[config.mk]
export PLATFORM = sky130hd
export DESIGN_NAME = tcp_timer_capture_pwm
export DESIGN_NICKNAME = d
export VERILOG_FILES = /design/src/tcp_pkg.sv /design/src/tcp_timebase_if.sv /design/src/tcp_capture_chan.sv /design/src/tcp_pwm_unit.sv /design/src/tcp_timer_capture_pwm.sv
export SDC_FILE = /design/constraint.sdc
export NUM_CORES = 1
export LEC_CHECK = 0
export ABC_AREA = 1
export BUFFER_PORTS_ARGS = -buffer_cell sky130_fd_sc_hd__buf_2
export CAP_MARGIN = 25
export CORE_MARGIN = 4
export CORE_UTILIZATION = 58
export DETAILED_ROUTE_END_ITERATION = 8
export PLACE_DENSITY = 0.89
export SYNTH_ARGS = -nofsm -noshare
export SYNTH_HDL_FRONTEND = slang
export SYNTH_SLANG_ARGS = --single-unit
export TNS_END_PERCENT = 10
[constraint.sdc]
create_clock -name clk_sys -period 2.1 [get_ports clk_sys]
set_input_delay 0.105 -clock clk_sys [delete_from_list [all_inputs] [get_ports clk_sys]]
set_output_delay 0.105 -clock clk_sys [all_outputs]
set_load 0.1 [all_outputs]
[src/tcp_pkg.sv]
// Constants, types and helpers for the timer capture and PWM block
package tcp_pkg;

  // ==========================================================
  // Sizes
  localparam int CNT_W  = 16;
  localparam int ADDR_W = 5;
  localparam int CTRL_W = 6;
  localparam int STAT_W = 4;

  // ==========================================================
  // Register byte offsets
  localparam logic [ADDR_W-1:0] OFS_CTRL   = 5'h00;
  localparam logic [ADDR_W-1:0] OFS_CMP1   = 5'h04;
  localparam logic [ADDR_W-1:0] OFS_CMP2   = 5'h08;
  localparam logic [ADDR_W-1:0] OFS_CAP1   = 5'h0c;
  localparam logic [ADDR_W-1:0] OFS_CAP2   = 5'h10;
  localparam logic [ADDR_W-1:0] OFS_COUNT  = 5'h14;
  localparam logic [ADDR_W-1:0] OFS_STATUS = 5'h18;
  localparam logic [ADDR_W-1:0] OFS_MASK   = 5'h1c;

  // ==========================================================
  // Control fields
  localparam int CTRL_PWM   = 0;
  localparam int CTRL_SPM   = 1;
  localparam int CTRL_EDGE1 = 2;
  localparam int CTRL_EDGE2 = 3;
  localparam int CTRL_LVL1  = 4;
  localparam int CTRL_LVL2  = 5;

  // Status and mask fields
  localparam int STAT_CAP1 = 0;
  localparam int STAT_CAP2 = 1;
  localparam int STAT_CMP1 = 2;
  localparam int STAT_CMP2 = 3;

  // ==========================================================
  // Reset values
  localparam logic [CTRL_W-1:0] CTRL_RST = 6'h00;
  localparam logic [CNT_W-1:0]  CMP1_RST = 16'h0000;
  localparam logic [CNT_W-1:0]  CMP2_RST = 16'hffff;
  localparam logic [STAT_W-1:0] STAT_RST = 4'h0;
  localparam logic [STAT_W-1:0] MASK_RST = 4'h0;

  // Edge select codes
  localparam logic EDGE_FALL = 1'b0;
  localparam logic EDGE_RISE = 1'b1;

  // ==========================================================
  // Bus handshake states
  typedef enum logic [1:0] {
    TCP_BUS_IDLE = 2'b01,
    TCP_BUS_ACK  = 2'b10
  } tcp_bus_e;

  // Merge write data into a word under byte enables
  function automatic logic [31:0] tcp_be_merge(
    input logic [31:0] old,
    input logic [31:0] wd,
    input logic [3:0]  be
  );
    logic [31:0] res;
    res = old;
    for (int i = 0; i < 4; i++)
    begin
      if (be[i])
      begin
        res[i*8 +: 8] = wd[i*8 +: 8];
      end
    end
    return res;
  endfunction : tcp_be_merge

endpackage : tcp_pkg

[src/tcp_timebase_if.sv]
// Counter and compare-match bundle shared by the timer sub-blocks
`timescale 1ns/1ps
interface tcp_timebase_if #(parameter int CNT_W = 16);
  logic [CNT_W-1:0] count;
  logic             matchFirst;
  logic             matchSecond;

  // ==========================================================
  // Producer and consumer views
  modport src (output count, output matchFirst, output matchSecond);
  modport snk (input count, input matchFirst, input matchSecond);
endinterface : tcp_timebase_if

[src/tcp_capture_chan.sv]
// One input capture channel with pin synchroniser and edge detect
`timescale 1ns/1ps
module tcp_capture_chan
  import tcp_pkg::*;
#(
  parameter int CNT_W = 16
)
(
  input  logic             clk_sys,
  input  logic             rst_n,
  input  logic             capturePin,
  input  logic             edgeRising,
  input  logic             enable,
  tcp_timebase_if.snk      tb,
  output logic             capEvent,
  output logic [CNT_W-1:0] capValue
);

  typedef struct packed {
    logic             sync1;
    logic             sync2;
    logic             prev;
    logic [1:0]       warm;
    logic             ev;
    logic [CNT_W-1:0] value;
  } tcp_cap_s;

  tcp_cap_s r;
  tcp_cap_s n;
  logic     hit;

  // ==========================================================
  // Next state: sync, edge detect, latch
  always_comb
  begin
    n = r;
    n.sync1 = capturePin;
    n.sync2 = r.sync1;
    n.prev  = r.sync2;
    if (r.warm != 2'h3)
    begin
      n.warm = r.warm + 2'h1;
    end
    hit = (edgeRising == EDGE_RISE) ? (r.sync2 & ~r.prev)
                                    : (~r.sync2 & r.prev);
    n.ev = enable & hit & (r.warm == 2'h3);
    if (n.ev)
    begin
      n.value = tb.count;
    end
  end

  // State register
  always_ff @(posedge clk_sys or negedge rst_n)
  begin
    if (!rst_n)
    begin
      r <= '0;
    end
    else
    begin
      r <= n;
    end
  end

  assign capEvent = r.ev;
  assign capValue = r.value;

endmodule : tcp_capture_chan

[src/tcp_pwm_unit.sv]
// Counter free-running outside PWM and restarting on second match in PWM, compare matches and PWM output
`timescale 1ns/1ps
module tcp_pwm_unit
  import tcp_pkg::*;
#(
  parameter int CNT_W = 16
)
(
  input  logic             clk_sys,
  input  logic             rst_n,
  input  logic             pwmOn,
  input  logic             levelFirst,
  input  logic             levelSecond,
  input  logic [CNT_W-1:0] compareValueFirst,
  input  logic [CNT_W-1:0] compareValueSecond,
  tcp_timebase_if.src      tb,
  output logic             compareOutPinFirst
);

  typedef struct packed {
    logic [CNT_W-1:0] count;
    logic             m1;
    logic             m2;
    logic             out;
  } tcp_pwm_s;

  tcp_pwm_s r;
  tcp_pwm_s n;

  // ==========================================================
  // Next state: count, match, drive output
  always_comb
  begin
    n = r;
    n.m1 = (r.count == compareValueFirst);
    n.m2 = (r.count == compareValueSecond);
    n.count = r.count + 1'b1;
    if (pwmOn && n.m2)
    begin
      n.count = '0;
    end
    if (!pwmOn)
    begin
      n.out = 1'b0;  // Idle low outside PWM
    end
    else if (n.m2)
    begin
      n.out = levelSecond;
    end
    else if (n.m1)
    begin
      n.out = levelFirst;
    end
  end

  // State register
  always_ff @(posedge clk_sys or negedge rst_n)
  begin
    if (!rst_n)
    begin
      r <= '0;
    end
    else
    begin
      r <= n;
    end
  end

  assign tb.count           = r.count;
  assign tb.matchFirst      = r.m1;
  assign tb.matchSecond     = r.m2;
  assign compareOutPinFirst = r.out;

endmodule : tcp_pwm_unit

[src/tcp_timer_capture_pwm.sv]
// Timer capture and PWM block with Avalon-MM register slave
`timescale 1ns/1ps
module tcp_timer_capture_pwm
  import tcp_pkg::*;
#(
  parameter int CNT_W = tcp_pkg::CNT_W
)
(
  input  logic              clk_sys,
  input  logic              rst_n,
  input  logic [ADDR_W-1:0] avs_address,
  input  logic              avs_read,
  input  logic              avs_write,
  input  logic [31:0]       avs_writedata,
  input  logic [3:0]        avs_byteenable,
  output logic [31:0]       avs_readdata,
  output logic              avs_waitrequest,
  input  logic              capturePinFirst,
  input  logic              capturePinSecond,
  output logic              compareOutPinFirst,
  output logic              irq
);

  // ==========================================================
  // Parameter check
  if (CNT_W < 2 || CNT_W > 32)
  begin : gBadWidth
    $error("CNT_W must lie between 2 and 32");
  end

  // ==========================================================
  // Block state
  typedef struct packed {
    tcp_bus_e          bus;
    logic              waitReq;
    logic [31:0]       rdata;
    logic [CTRL_W-1:0] ctrl;
    logic [CNT_W-1:0]  cmpFirst;
    logic [CNT_W-1:0]  cmpSecond;
    logic [STAT_W-1:0] status;
    logic [STAT_W-1:0] mask;
    logic              irq;
    logic              armed;
  } tcp_top_s;

  tcp_top_s          r;
  tcp_top_s          n;
  logic              pwmOn;
  logic              firstCapOn;
  logic              wrAck;
  logic              capEvFirst;
  logic              capEvSecond;
  logic [CNT_W-1:0]  capValFirst;
  logic [CNT_W-1:0]  capValSecond;
  logic [STAT_W-1:0] statSet;
  logic [STAT_W-1:0] statClr;
  logic [31:0]       readMux;

  tcp_timebase_if #(.CNT_W(CNT_W)) tb ();

  // ==========================================================
  // Mode decode
  assign pwmOn      = r.ctrl[CTRL_PWM];
  assign firstCapOn = ~(r.ctrl[CTRL_PWM] | r.ctrl[CTRL_SPM]);
  assign wrAck      = (r.bus == TCP_BUS_ACK) && avs_write;

  // ==========================================================
  // Counter and PWM output
  tcp_pwm_unit #(
    .CNT_W (CNT_W)
  ) uPwm (
    .clk_sys            (clk_sys),
    .rst_n              (rst_n),
    .pwmOn              (pwmOn),
    .levelFirst         (r.ctrl[CTRL_LVL1]),
    .levelSecond        (r.ctrl[CTRL_LVL2]),
    .compareValueFirst  (r.cmpFirst),
    .compareValueSecond (r.cmpSecond),
    .tb                 (tb.src),
    .compareOutPinFirst (compareOutPinFirst)
  );

  // ==========================================================
  // Capture channels, one per index
  tcp_capture_chan #(
    .CNT_W (CNT_W)
  ) uCapFirst (
    .clk_sys    (clk_sys),
    .rst_n      (rst_n),
    .capturePin (capturePinFirst),
    .edgeRising (r.ctrl[CTRL_EDGE1]),
    .enable     (firstCapOn),
    .tb         (tb.snk),
    .capEvent   (capEvFirst),
    .capValue   (capValFirst)
  );

  tcp_capture_chan #(
    .CNT_W (CNT_W)
  ) uCapSecond (
    .clk_sys    (clk_sys),
    .rst_n      (rst_n),
    .capturePin (capturePinSecond),
    .edgeRising (r.ctrl[CTRL_EDGE2]),
    .enable     (1'b1),
    .tb         (tb.snk),
    .capEvent   (capEvSecond),
    .capValue   (capValSecond)
  );

  // ==========================================================
  // Status events
  always_comb
  begin
    statSet = '0;
    statSet[STAT_CAP1] = capEvFirst | (pwmOn & tb.matchSecond);
    statSet[STAT_CAP2] = capEvSecond;
    statSet[STAT_CMP1] = ~pwmOn & tb.matchFirst;
    statSet[STAT_CMP2] = ~pwmOn & tb.matchSecond;
    statClr = '0;
    if (wrAck && avs_address == OFS_STATUS && avs_byteenable[0])
    begin
      statClr = avs_writedata[STAT_W-1:0];
    end
  end

  // ==========================================================
  // Read data selection
  always_comb
  begin
    case (avs_address)
      OFS_CTRL:   readMux = 32'(r.ctrl);
      OFS_CMP1:   readMux = 32'(r.cmpFirst);
      OFS_CMP2:   readMux = 32'(r.cmpSecond);
      OFS_CAP1:   readMux = 32'(capValFirst);
      OFS_CAP2:   readMux = 32'(capValSecond);
      OFS_COUNT:  readMux = 32'(tb.count);
      OFS_STATUS: readMux = 32'(r.status);
      OFS_MASK:   readMux = 32'(r.mask);
      default:    readMux = 32'h0000_0000;
    endcase
  end

  // ==========================================================
  // Next state: bus handshake, register writes, flags
  always_comb
  begin
    n = r;
    n.armed = 1'b1;
    case (r.bus)
      TCP_BUS_IDLE:
      begin
        if (avs_read || avs_write)
        begin
          n.bus     = TCP_BUS_ACK;
          n.waitReq = 1'b0;
          n.rdata   = avs_read ? readMux : 32'h0000_0000;
        end
      end
      TCP_BUS_ACK:
      begin
        n.bus     = TCP_BUS_IDLE;
        n.waitReq = 1'b1;
        if (avs_write)
        begin
          case (avs_address)
            OFS_CTRL:
            begin
              n.ctrl = CTRL_W'(tcp_be_merge(32'(r.ctrl), avs_writedata,
                                            avs_byteenable));
            end
            OFS_CMP1:
            begin
              n.cmpFirst = CNT_W'(tcp_be_merge(32'(r.cmpFirst), avs_writedata,
                                               avs_byteenable));
            end
            OFS_CMP2:
            begin
              n.cmpSecond = CNT_W'(tcp_be_merge(32'(r.cmpSecond), avs_writedata,
                                                avs_byteenable));
            end
            OFS_MASK:
            begin
              n.mask = STAT_W'(tcp_be_merge(32'(r.mask), avs_writedata,
                                            avs_byteenable));
            end
            default:
            begin
              n.mask = r.mask;  // Status clears through statClr; read-only or unmapped: ignored
            end
          endcase
        end
      end
      default:
      begin
        n.bus     = TCP_BUS_IDLE;
        n.waitReq = 1'b1;
      end
    endcase
    // Set wins over a same-cycle write-one clear
    n.status = (r.status & ~statClr) | statSet;
    n.irq    = |(n.status & n.mask);
  end

  // ==========================================================
  // State register
  always_ff @(posedge clk_sys or negedge rst_n)
  begin
    if (!rst_n)
    begin
      r.bus       <= TCP_BUS_IDLE;
      r.waitReq   <= 1'b1;
      r.rdata     <= 32'h0000_0000;
      r.ctrl      <= CTRL_RST;
      r.cmpFirst  <= CNT_W'(CMP1_RST);
      r.cmpSecond <= CNT_W'(CMP2_RST);
      r.status    <= STAT_RST;
      r.mask      <= MASK_RST;
      r.irq       <= 1'b0;
      r.armed     <= 1'b0;
    end
    else
    begin
      r <= n;
    end
  end

  // ==========================================================
  // Outputs
  assign avs_readdata    = r.rdata;
  assign avs_waitrequest = r.waitReq;
  assign irq             = r.irq;
endmodule : tcp_timer_capture_pwm
==> metrics.txt <==
outcome=complete, no violations; Top FF cell, synth=dfrtp_1; DIE WIDTH=114 um; num ports=82; worst-margin pin slew=0.669 ns; met3 usage in global routing=0.0828; 1st-iter DRT viols=784; simple-gate area share of the yosys netlist=0.228; Die H=114 um; share of cells above drive strength 1=0.197; Synth Register Bits=128; Worst Setup End Kind=flop; Leakage Power=0.00379 uW; total CTS buffers=17; initial antenna violation count=0; first-pass GRT wire length=26400 um; Netlist cell types=38; Worst Setup SP=uPwm.tb.count[0]; total power=6510 uW; startpoint types=flop; footprint of the multi-input gates=2540 um^2; worst reg2reg path startpoint=uPwm.tb.count[0]; met1 Usage GRT=0.346; diode count=0; mux contribution to synthesized area=0.00347; CP Data Required Time=2.57 ns; Max Cap Violations=0; port bufs=47; CTS Buffer Depth=2; skew final=0.00963 ns; drt wl/cell=16.1 um; Min Clock Period, post-route=1.92 ns; commonest non-fill, non-tap cell in the layout=nand2_1; Slew HR=0.554; syn avg cell area=8.20 um^2; FMAX=0.522 GHz; arrival time at the worst endpoint=2.39 ns; register area=3220 um^2; M2 GR Usage=0.393; Post-Syn Instances=791; most frequent cells in the layout=nand2_1, dfrtp_1, inv_1; CP max FO=5; nets@finish=900; final core utilization=0.687; critical-path cell list=ha_1 -> nand4_1 -> nor2_1 -> nand3_1 -> nor2_2 -> nand3_1 -> nand2_1 -> nand3_1 -> inv_1; crit-path max cell delay=0.47 ns; Post-CTS Setup Inserts=0; CTS tree=yes; final cycle utilization of the critical path=0.913; VDD IR max=929 uV; GRT Max-Usage Layer=met2; FILL cells=759; crit path buf inv count=1; Vias=5560; GRT Total Usage=0.262; Via density=5.54; GR Overflow Total=0; die area=12900 um^2; Post-DP HPWL=10500 um; drt first pass iters=6; P per Cell Area=871 nW/um^2; row count=38; post-synthesis xor/xnor area fraction=0.0257; final hold vios=0; Clk Tree Root Cell=clkbuf_8; Adder-Cell Fraction of Synth Area=0.00579; DRT antenna net count=0; Placer Congestion=0.915; CTS-repair resized insts=0; final wirelength=16200 um; Mapped Area=6480 um^2; critical path class=flop to flop; Final Slew Violations=0; # setup viols final=0; core region area=10900 um^2; Clock Pin Slew Worst Setup and Hold Paths=0.06 ns; setup TNS=0 ns; slowest CP cell=dfrtp_1; Warnings, synthesis=0; largest net degree at the start of global routing=47; number of global-route vias before repair=5293; complex-gate fraction of the synthesized area=0.120; Initial Util=0.596; CP delay by family, top=simple AND/OR/NAND/NOR gates; Post-synth EDFFs=0; worst skew pair latency=0.54 ns; synth-to-layout area growth=15.3%; # H-tree levels=4; RSZ-0062 raised after global routing=no; Post-route DRC=0; most frequent CP cell=nand3_1; hold crit path type=input port to flop; clock sinks=128; HP Start=avs_address[0]; largest family of logic cells by synthesized area=simple AND/OR/NAND/NOR gates; Async SR Flop Fraction=1.00; register area share after synthesis=0.497
==> area by class of cell <==
type | instances | share of cell area
multi-input combinational | 515 | 0.340
tap | 140 | 0.0234
sequential | 128 | 0.431
timing repair buffer | 78 | 0.0733
clock buffer | 26 | 0.0653
clock inverter | 6 | 0.0107
inverter | 110 | 0.0556
==> cell families (layout without fill, tap and decap cells) <==
kind of cell,after synthesis,count (layout)
and+or+nand+nor,337,337
AOI/OAI and AO/OA,138,138
adders and majority gates,3,3
muxes,2,2
xor gates and xnor gates,19,19
DFF,128,128
other,1,16
buffers and inverters,163,220
==> cell usage after synthesis (3+ instances only) <==
master	n	area share
a21oi_1	4	0.0031
buf_2	9	0.0069
buf_4	35	0.041
clkbuf_1	7	0.0041
dfrtp_1	111	0.43
dfstp_2	17	0.069
ha_1	3	0.0058
inv_1	82	0.047
inv_2	26	0.015
nand2_1	239	0.14
nand2_2	6	0.0058
nand3_1	18	0.014
nand3_2	9	0.014
nand4_1	11	0.011
nor2_1	34	0.020
nor2_2	7	0.0068
nor2_4	3	0.0052
o211ai_1	8	0.0093
o21ai_0	81	0.063
o21ai_1	13	0.010
o21ai_2	9	0.012
o22ai_1	20	0.019
xnor2_1	14	0.019
xor2_1	5	0.0068
==> report_power, final <==
group | total [uW] | internal (uW) | switching, uW
Combinational | 910 | 224 | 686
Sequential | 2770 | 2660 | 107
Clock | 2840 | 1810 | 1030
==> final timing paths <==
| path | to | slack [ns] | cells after the start |
|---|---|---|---|
| hold reg to reg | uCapSecond.n[19] | 0.35 | 0 |
| hold / removal | avs_readdata[5] | 0.04 | 6 |
| setup reg to reg | uPwm.tb.count[14] | 0.18 | 9 |
| setup / recovery | uPwm.tb.count[14] | 0.18 | 9 |
| max in group asynchronous | r[81] | 1.29 | 3 |
| min in group asynchronous | uCapFirst.r[17] | 0.11 | 2 |
==> worst register-to-register path, stage by stage, from the launching register on <==
cell	delay [ns]
dfrtp_1	0.47
ha_1	0.27
nand4_1	0.19
nor2_1	0.22
nand3_1	0.18
nor2_2	0.22
nand3_1	0.10
nand2_1	0.07
nand3_1	0.08
inv_1	0.07
==> state kept, by name, indices dropped and copies added (netlist names) <==
| name | flops |
|---|---|
| avs_readdata | 16 |
| uCapSecond.r | 3 |
| uCapSecond.capEvent | 1 |
| uPwm.tb.count | 16 |
| pwmOn | 1 |
| uCapFirst.r | 3 |
| uPwm.tb.matchSecond | 1 |
| uCapFirst.capEvent | 1 |
| uCapFirst.n | 2 |
| uCapFirst.capValue | 16 |
| irq | 1 |
| uCapSecond.capValue | 16 |
| r | 47 |
| uCapSecond.n | 2 |
| uPwm.compareOutPinFirst | 1 |
| uPwm.tb.matchFirst | 1 |
==> metrics by stage <==
step	hold slack, ns	std cells	setup slack [ns]	cell area (um^2)
floorplan	-0.191	806	0.165	6540
global placement	0.132	950	0.379	6700
detailed placement	0.138	950	0.352	6700
CTS	0.0156	1003	0.320	7480
global route	0.0567	1003	0.120	7480
finish	0.0398	1003	0.183	7480
==> timing repair <==
item	4_1_cts	5_1_grt
hold buffers	21	0
endpoints found under the setup margin	0	0
endpoints found under the hold margin	86	0
==> metal layers <==
| metal | routed length [um] | share of wire |
|---|---|---|
| met1 | 6680 | 0.41 |
| met2 | 7230 | 0.45 |
| met3 | 1740 | 0.11 |
| met4 | 536 | 0.033 |
| met5 | 0 | 0 |
No activity file was read; power rests on OpenSTA's default activity.
